[src/include/amcr_pkg.sv]
// Package for the audio mode control register bank.
// Assumes a byte-wide register port driven by an I2C slave front end on sys_clk.
`default_nettype none
package amcr_pkg;
    localparam logic [7:0] ADDR_CLK_MODE = 8'h0a;
    localparam logic [7:0] ADDR_FMT_MODE = 8'h0b;
    localparam logic [7:0] ADDR_REVISION = 8'h0c;
    localparam logic [7:0] RST_CLK_MODE = 8'h00;
    localparam logic [7:0] RST_FMT_MODE = 8'h00;
    localparam logic [7:0] RST_RD_DATA = 8'h00;
    // Arbitrary revision value, not tied to any part
    localparam logic [3:0] REVISION_CODE = 4'h5;
    localparam int MCLK_HALVE_BIT = 7;
    localparam int CLOCK_DIVIDE_LSB = 5;
    localparam int SPEED_BIT = 4;
    localparam int FREQ_SHIFT_LSB = 2;
    localparam int DEEMPH_LSB = 0;
    localparam int FMT_LSB = 6;
    localparam int VOLLINK_BIT = 5;
    localparam int BYPASS_BIT = 4;
    localparam int REGCTL_BIT = 3;
    localparam int HOLD_BIT = 2;
    localparam int HPSEN_BIT = 1;

    // Register port request from the control port front end
    typedef struct packed {
        logic wrStb;
        logic rdStb;
        logic [7:0] addr;
        logic [7:0] wdata;
    } amcr_req_t;

    // Applied configuration seen by the datapath
    typedef struct packed {
        logic [1:0] clockDivideSelect;
        logic doubleSpeedSelect;
        logic [1:0] frequencyShiftSelect;
        logic [1:0] deemphasisSelect;
        logic [1:0] serialFormatSelect;
        logic volumeLink;
        logic volumePathBypass;
        logic registerControlEnable;
        logic trebleAllowed;
        logic rampAllowed;
        logic headphoneSenseEnable;
    } amcr_cfg_t;
endpackage
`default_nettype wire

[src/hw/amcr_regs.sv]
// Mode and clocking register bank with update hold and master clock halving.
// Assumes req arrives synchronous to sys_clk from an I2C slave front end.
`default_nettype none
// Function
// - Setting the halving bit divides the master clock by two before other logic uses it.
// - Speed bit 0 is single speed (8 to 50 kHz), 1 is double speed (50 to 96 kHz).
// - In double speed, de-emphasis, ramp control and treble boost are forced off.
// - De-emphasis 00 off, 01 for 44.1 kHz, 10 for 48 kHz, 11 for 32 kHz.
// - Format 00 I2S, 01 right 16-bit, 10 left-justified, 11 right 24-bit; the source matches it.
// - With volume link set both outputs use the channel A volume byte.
// - With bypass set volume, mute, tone, limiting and mixing are skipped; here volumeOutA and volumeOutB still carry the volume bytes under bypass.
// - The device starts in stand-alone mode; writing 1 to register control hands over to registers.
// - While update hold is set writes are stored but applied only when it clears.
// - The revision register holds a code in its low four bits and zero above.
// - While reset is low all registers return to defaults and accesses are refused.
// - Registers are reached through a two-wire I2C control port clocked by the host.
module amcr_regs (
    input wire logic sys_clk, // Master clock
    input wire logic rst_n, // Asynchronous reset, active low
    input wire amcr_pkg::amcr_req_t req, // Register port request from I2C front end
    input wire logic [7:0] volumeByteA, // Channel A volume byte
    input wire logic [7:0] volumeByteB, // Channel B volume byte
    output logic [7:0] rdData, // Read data, registered
    output logic coreClkEn, // Enable marking usable master clock edges
    output amcr_pkg::amcr_cfg_t cfg, // Applied configuration, registered
    output logic [7:0] volumeOutA, // Volume applied to headphone_out_a
    output logic [7:0] volumeOutB // Volume applied to headphone_out_b
);
    logic [7:0] clkMode_ff, nxt_clkMode;
    logic [7:0] fmtMode_ff, nxt_fmtMode;
    logic [7:0] appClk_ff, nxt_appClk;
    logic [7:0] appFmt_ff, nxt_appFmt;
    logic [7:0] rdData_ff, nxt_rdData;
    logic halfPhase_ff, nxt_halfPhase;
    logic holdNow;

    // Write strobe aimed at one register address
    function automatic logic wrHit(input amcr_pkg::amcr_req_t r, input logic [7:0] a);
        return r.wrStb && (r.addr == a);
    endfunction

    // Read strobe aimed at one register address
    function automatic logic rdHit(input amcr_pkg::amcr_req_t r, input logic [7:0] a);
        return r.rdStb && (r.addr == a);
    endfunction

    // Shadow registers take every write
    always_comb begin
        nxt_clkMode = clkMode_ff;
        nxt_fmtMode = fmtMode_ff;
        if (wrHit(req, amcr_pkg::ADDR_CLK_MODE)) begin
            nxt_clkMode = req.wdata;
        end
        if (wrHit(req, amcr_pkg::ADDR_FMT_MODE)) begin
            nxt_fmtMode = {req.wdata[7:1], 1'b0};
        end
    end

    // Applied copy follows shadow unless hold is set
    assign holdNow = fmtMode_ff[amcr_pkg::HOLD_BIT];
    always_comb begin
        nxt_appClk = appClk_ff;
        nxt_appFmt = appFmt_ff;
        if (!holdNow) begin
            nxt_appClk = clkMode_ff;
            nxt_appFmt = fmtMode_ff;
        end
    end

    // Read mux, revision upper nibble zero
    always_comb begin
        nxt_rdData = rdData_ff;
        if (req.rdStb) begin
            unique case (req.addr)
                amcr_pkg::ADDR_CLK_MODE: nxt_rdData = clkMode_ff;
                amcr_pkg::ADDR_FMT_MODE: nxt_rdData = fmtMode_ff;
                amcr_pkg::ADDR_REVISION: nxt_rdData = {4'h0, amcr_pkg::REVISION_CODE};
                default: nxt_rdData = 8'h00;
            endcase
        end
    end

    // Halving toggles each edge when enabled
    always_comb begin
        nxt_halfPhase = 1'b0;
        if (appClk_ff[amcr_pkg::MCLK_HALVE_BIT]) begin
            nxt_halfPhase = ~halfPhase_ff;
        end
    end
    assign coreClkEn = !appClk_ff[amcr_pkg::MCLK_HALVE_BIT] || halfPhase_ff;

    // Shadow registers, defaults on reset so accesses are dropped
    always_ff @(posedge sys_clk or negedge rst_n) begin
        if (!rst_n) begin
            clkMode_ff <= amcr_pkg::RST_CLK_MODE;
            fmtMode_ff <= amcr_pkg::RST_FMT_MODE;
        end else begin
            clkMode_ff <= nxt_clkMode;
            fmtMode_ff <= nxt_fmtMode;
        end
    end

    // Applied copy, defaults on reset
    always_ff @(posedge sys_clk or negedge rst_n) begin
        if (!rst_n) begin
            appClk_ff <= amcr_pkg::RST_CLK_MODE;
            appFmt_ff <= amcr_pkg::RST_FMT_MODE;
        end else begin
            appClk_ff <= nxt_appClk;
            appFmt_ff <= nxt_appFmt;
        end
    end

    // Read data register
    always_ff @(posedge sys_clk or negedge rst_n) begin
        if (!rst_n) begin
            rdData_ff <= amcr_pkg::RST_RD_DATA;
        end else begin
            rdData_ff <= nxt_rdData;
        end
    end

    // Halving phase, cleared on reset
    always_ff @(posedge sys_clk or negedge rst_n) begin
        if (!rst_n) begin
            halfPhase_ff <= 1'b0;
        end else begin
            halfPhase_ff <= nxt_halfPhase;
        end
    end
    assign rdData = rdData_ff;

    // Decoded fields from applied copy
    logic dbl;
    assign dbl = appClk_ff[amcr_pkg::SPEED_BIT];
    assign cfg.clockDivideSelect = appClk_ff[amcr_pkg::CLOCK_DIVIDE_LSB +: 2];
    assign cfg.doubleSpeedSelect = dbl;
    assign cfg.frequencyShiftSelect = appClk_ff[amcr_pkg::FREQ_SHIFT_LSB +: 2];
    assign cfg.deemphasisSelect = dbl ? 2'h0 : appClk_ff[amcr_pkg::DEEMPH_LSB +: 2];
    assign cfg.trebleAllowed = !dbl;
    assign cfg.rampAllowed = !dbl;
    assign cfg.serialFormatSelect = appFmt_ff[amcr_pkg::FMT_LSB +: 2];
    assign cfg.volumeLink = appFmt_ff[amcr_pkg::VOLLINK_BIT];
    assign cfg.volumePathBypass = appFmt_ff[amcr_pkg::BYPASS_BIT];
    assign cfg.registerControlEnable = appFmt_ff[amcr_pkg::REGCTL_BIT];
    assign cfg.headphoneSenseEnable = appFmt_ff[amcr_pkg::HPSEN_BIT];

    // Volume link selects channel A byte for both outputs
    assign volumeOutA = volumeByteA;
    assign volumeOutB = cfg.volumeLink ? volumeByteA : volumeByteB;

    // Hold keeps the applied copy, release copies the shadow
    chk_hold_blocks_apply: assert property (@(posedge sys_clk) disable iff (!rst_n)
        holdNow |=> $stable(appClk_ff) && $stable(appFmt_ff))
        else $error("applied mode changed under hold");
    chk_release_applies: assert property (@(posedge sys_clk) disable iff (!rst_n)
        !holdNow |=> appFmt_ff == $past(fmtMode_ff) && appClk_ff == $past(clkMode_ff))
        else $error("shadow not applied after hold");
    chk_write_stored: assert property (@(posedge sys_clk) disable iff (!rst_n)
        wrHit(req, amcr_pkg::ADDR_CLK_MODE) |=> clkMode_ff == $past(req.wdata))
        else $error("write lost");
    chk_write_fmt_stored: assert property (@(posedge sys_clk) disable iff (!rst_n)
        wrHit(req, amcr_pkg::ADDR_FMT_MODE) |=> fmtMode_ff == {$past(req.wdata[7:1]), 1'b0})
        else $error("format write lost");
    chk_rev_write_ignored: assert property (@(posedge sys_clk) disable iff (!rst_n)
        wrHit(req, amcr_pkg::ADDR_REVISION) |=> $stable(clkMode_ff) && $stable(fmtMode_ff))
        else $error("revision write changed a register");

    // Speed gating and master clock halving
    chk_double_no_dem: assert property (@(posedge sys_clk) disable iff (!rst_n)
        dbl |-> cfg.deemphasisSelect == 2'h0 && !cfg.trebleAllowed && !cfg.rampAllowed)
        else $error("double speed kept a single speed feature");
    chk_single_dem_pass: assert property (@(posedge sys_clk) disable iff (!rst_n)
        !dbl |-> cfg.deemphasisSelect == appClk_ff[amcr_pkg::DEEMPH_LSB +: 2] && cfg.trebleAllowed && cfg.rampAllowed)
        else $error("single speed features wrong");
    chk_speed_follow: assert property (@(posedge sys_clk) disable iff (!rst_n)
        cfg.doubleSpeedSelect == appClk_ff[amcr_pkg::SPEED_BIT])
        else $error("speed select mismatch");
    chk_halve_rate: assert property (@(posedge sys_clk) disable iff (!rst_n)
        appClk_ff[amcr_pkg::MCLK_HALVE_BIT] && $past(appClk_ff[amcr_pkg::MCLK_HALVE_BIT]) && coreClkEn
        |=> !appClk_ff[amcr_pkg::MCLK_HALVE_BIT] || !coreClkEn)
        else $error("halved clock enable not alternating");
    chk_halve_toggles: assert property (@(posedge sys_clk) disable iff (!rst_n)
        appClk_ff[amcr_pkg::MCLK_HALVE_BIT] |=> halfPhase_ff != $past(halfPhase_ff))
        else $error("halving phase stuck");
    chk_full_rate: assert property (@(posedge sys_clk) disable iff (!rst_n)
        !appClk_ff[amcr_pkg::MCLK_HALVE_BIT] |-> coreClkEn)
        else $error("clock enable dropped without halving");

    // Format, control and volume routing
    chk_format_follow: assert property (@(posedge sys_clk) disable iff (!rst_n)
        cfg.serialFormatSelect == appFmt_ff[amcr_pkg::FMT_LSB +: 2])
        else $error("format select mismatch");
    chk_bypass_follow: assert property (@(posedge sys_clk) disable iff (!rst_n)
        cfg.volumePathBypass == appFmt_ff[amcr_pkg::BYPASS_BIT])
        else $error("bypass mismatch");
    chk_regctl_follow: assert property (@(posedge sys_clk) disable iff (!rst_n)
        cfg.registerControlEnable == appFmt_ff[amcr_pkg::REGCTL_BIT])
        else $error("register control mismatch");
    chk_link_vol_b: assert property (@(posedge sys_clk) disable iff (!rst_n)
        cfg.volumeLink |-> volumeOutB == volumeByteA && volumeOutA == volumeByteA)
        else $error("linked volume wrong");
    chk_unlinked_vol: assert property (@(posedge sys_clk) disable iff (!rst_n)
        !cfg.volumeLink |-> volumeOutB == volumeByteB && volumeOutA == volumeByteA)
        else $error("unlinked volume wrong");

    // Read path
    chk_rev_read: assert property (@(posedge sys_clk) disable iff (!rst_n)
        rdHit(req, amcr_pkg::ADDR_REVISION) |=> rdData == {4'h0, amcr_pkg::REVISION_CODE})
        else $error("revision read wrong");
    chk_read_clk_mode: assert property (@(posedge sys_clk) disable iff (!rst_n)
        rdHit(req, amcr_pkg::ADDR_CLK_MODE) |=> rdData == $past(clkMode_ff))
        else $error("clock mode read wrong");
    chk_read_fmt_bit0: assert property (@(posedge sys_clk) disable iff (!rst_n)
        rdHit(req, amcr_pkg::ADDR_FMT_MODE) |=> rdData[0] == 1'b0)
        else $error("reserved format bit read as one");
    chk_read_holds: assert property (@(posedge sys_clk) disable iff (!rst_n)
        !req.rdStb |=> $stable(rdData))
        else $error("read data changed without a read");
endmodule // amcr_regs
`default_nettype wire

[config.mk]
export PLATFORM = sky130hd
export DESIGN_NAME = amcr_regs
export DESIGN_NICKNAME = d
export VERILOG_FILES = /design/src/include/amcr_pkg.sv /design/src/hw/amcr_regs.sv
export SDC_FILE = /design/constraint.sdc
export NUM_CORES = 1
export LEC_CHECK = 0
export ABC_AREA = 1
export BUFFER_PORTS_ARGS = -buffer_cell sky130_fd_sc_hd__buf_2
export CAP_MARGIN = 20
export CELL_PAD_IN_SITES_DETAIL_PLACEMENT = 0
export CELL_PAD_IN_SITES_GLOBAL_PLACEMENT = 1
export CORE_MARGIN = 2
export CORE_UTILIZATION = 34
export CTS_CLUSTER_SIZE = 25
export DETAILED_ROUTE_END_ITERATION = 12
export PLACE_DENSITY_LB_ADDON = 0.25
export SLEW_MARGIN = 20
export SYNTH_ARGS = -nofsm -noshare
export SYNTH_HDL_FRONTEND = slang
export SYNTH_SLANG_ARGS = --single-unit
[constraint.sdc]
create_clock -name sys_clk -period 1.1 [get_ports sys_clk]
set_input_delay 0.22 -clock sys_clk [delete_from_list [all_inputs] [get_ports sys_clk]]
set_output_delay 0.22 -clock sys_clk [all_outputs]
set_load 0.01 [all_outputs]
==> flow_summary.ini <==
[outcome]
outcome = complete, but fails checks
violations = negative setup slack

[cts]
path_clk_slew_ns = 0.08
clock_latency_ns = 0.29
numCtsBuffers = 5
htreeDepth = 2
cts_tree = built
cts.sinks = 38
clk_path_buf_depth = 2
clock-root-buffer = clkbuf_8

[synth]
yosys.area_share.adder_pct = 0
syn_avg_cell_area_um2 = 8.81
netlist.top_cell.by_area = dfrtp_1
synth_compound_area_share_pct = 10.2
synth.net_count = 247
yosys.cell_types.count = 20
netlist_instances = 211
synthXorXnorAreaFrac_pct = 0
synth_area_um2 = 1860
ys_ff_latch = 38
synth_top_family_by_area = simple AND/OR/NAND/NOR gates
synthDominantCellAreaShare_pct = 51.1
synth-simple-area-share_pct = 20.1
yosysWarningCount = 0
synthTopCellsByArea = dfrtp_1 51%, nand2_1 12%, o21ai_0 8.9%
seq_area_frac_synth_pct = 51.1
synthMuxAreaShare_pct = 4.85

[route]
vias = 1523
drt_first_pass_iters = 4
postRouteAntennaNets = 0
post_drt_wl_per_cell_um = 11.8
drt-initial-drc-count = 61
drt-total-wl_um = 4190
drc = 0
vias_per_cell = 4.28

[final_layout]
syn_to_final_growth_pct = 36.7
antenna_cells = 0
drive_gt1_share_pct = 42.0
fin_nets = 321

[job]
max-cap-violations = 0

[sta]
worst_slack_ns = -0.382
fmax_ghz = 0.675
rsz0062_at_grt = yes
relSlewSlack_pct = 82.9
fin_skew_ns = 0.0113
whs_ns = 0.146
slew_viol_final = 0
finalHoldViolCount = 0
period_needed_ns = 1.48
tightest_slew_ns = 0.256
setup_viol = 15
fin_crit_sh_pct = 135

[die]
placementRows = 26
start_util_pct = 35.7
coreArea_um2 = 5200
die_area_um2 = 6080
boundaryPins = 76
die_x_um = 78.0
die_y_um = 78.0

[pwr]
powerDensity_nw_per_um2 = 1470
vdd_drop_max_mv = 1.15
p_leak_uw = 0.00134

[setup_path]
crit_type = reg -> out
r2r_cells = 2
arrival_ns = 1.26
path_max_fanout = 5
crit_required_ns = 0.88
crit_path_start_kind = register
cp-end-kind = output port
r2r_setup_slack_ns = 0.18

[grt]
antenna_found_initial = 0
grt_max_degree = 39
track_usage_pct = 14.3
grt_pass1_vias = 1484
overflow = 0
grt_pass1_wl_um = 6820

[placement]
portBuffers = 75
place_ws_ns = -0.200
gp_congestion = 0.699
place_hpwl_um = 3030

[hold_path]
worst_hold_path.num_cells = 3
min_path_type = in -> reg
cells by family (layout without fill, tap and decap cells):
family | after synthesis | after routing
buf+inv | 49 | 124
compound gates | 36 | 36
mux | 8 | 8
simple gates | 80 | 80
flops | 38 | 38
state kept, by name, summed over array words and instances, names as in the netlist:
register      cells
appClk_ff         8
appFmt_ff         6
clkMode_ff        8
fmtMode_ff        7
halfPhase_ff      1
rdData            8
what timing repair did:
action	CTS	global route
pin swaps	2	0
endpoints found under the hold margin	38	0
buffers inserted	2	0
hold buffers	1	0
setup endpoints to repair	15	15
resized for setup	19	5
gates cloned	0	0
synthesized netlist by cell type, drive strengths merged:
master / n
a31oi: 1
buf: 19
clkbuf: 3
dfrtp: 38
inv: 27
mux2: 8
nand2: 60
nand3: 10
nor2: 9
nor3: 1
o21ai: 35
worst max-delay path, cell delays in order (launching register included):
cell,delay [ns]
dfrtp_2,0.42
buf_6,0.14
mux2_4,0.30
buf_6,0.12
through the flow:
stage / setup TNS [ns] / util (%) / power [uW] / instance area (um^2) / std cells
floorplan: -0.0420 / - / 1950 / 1870 / 211
global placement: -2.65 / 43.7 / 2180 / 2270 / 345
detailed placement: -3.13 / 43.7 / 2190 / 2270 / 345
CTS: -3.67 / 48.3 / 3750 / 2520 / 356
global route: -4.16 / 48.8 / 3890 / 2540 / 356
finish: -3.58 / 48.8 / 3730 / 2540 / 356
worst paths after layout:
path / startpoint / end
min reg2reg: halfPhase_ff$_DFF_PN0_ / halfPhase_ff$_DFF_PN0_
min: req[0] / clkMode_ff[0]$_DFFE_PN0P_
min in group asynchronous: rst_n / appClk_ff[5]$_DFFE_PN0N_
max reg2reg: fmtMode_ff[2]$_DFFE_PN0P_ / appFmt_ff[4]$_DFFE_PN0N_
max: appFmt_ff[5]$_DFFE_PN0N_ / volumeOutB[1]
max in group asynchronous: rst_n / fmtMode_ff[2]$_DFFE_PN0P_
placed cells by master, fill, tap and decap left out:
cell,Yosys,routed
buf_2,1,63
nor2_2,1,4
nand3_1,10,10
nor2_1,4,1
buf_12,0,2
nor3_1,1,1
nor2_4,3,3
nand2_1,57,57
nor2_8,1,1
dlygate4sd3_1,0,1
inv_1,27,26
mux2_4,0,2
buf_6,2,14
nand2_2,1,1
bufinv_16,0,2
inv_2,0,1
mux2_2,8,6
nand2_4,2,2
buf_4,15,9
o21ai_2,2,2
a31oi_1,1,1
o21ai_0,33,33
dfrtp_2,0,2
dfrtp_1,38,36
clkbuf_8,0,6
power breakdown:
group | total, uW | switching, uW | internal (uW) | leakage (uW)
Combinational | 674 | 334 | 340 | 0.000865
Sequential | 1600 | 69.6 | 1530 | 0.000399
Clock | 1460 | 497 | 968 | 0.0000714
layer usage:
metal  GRT usage [%]  up-vias  routed length [um]
met5               0        -                   0
met4            6.32        0                  67
met3            3.60        7                 279
met2            23.1       59                1910
met1            18.0      663                1930
li1                -      794                   -
layout make-up:
class	instances	area, um^2
sequential	38	953
timing repair buffer	89	591
clock inverter	2	60.1
tap	70	87.6
multi-input combinational	124	667
inverter	27	101
fill	510	2660
clock buffer	6	82.6
Power figures use the tool's default switching activity.
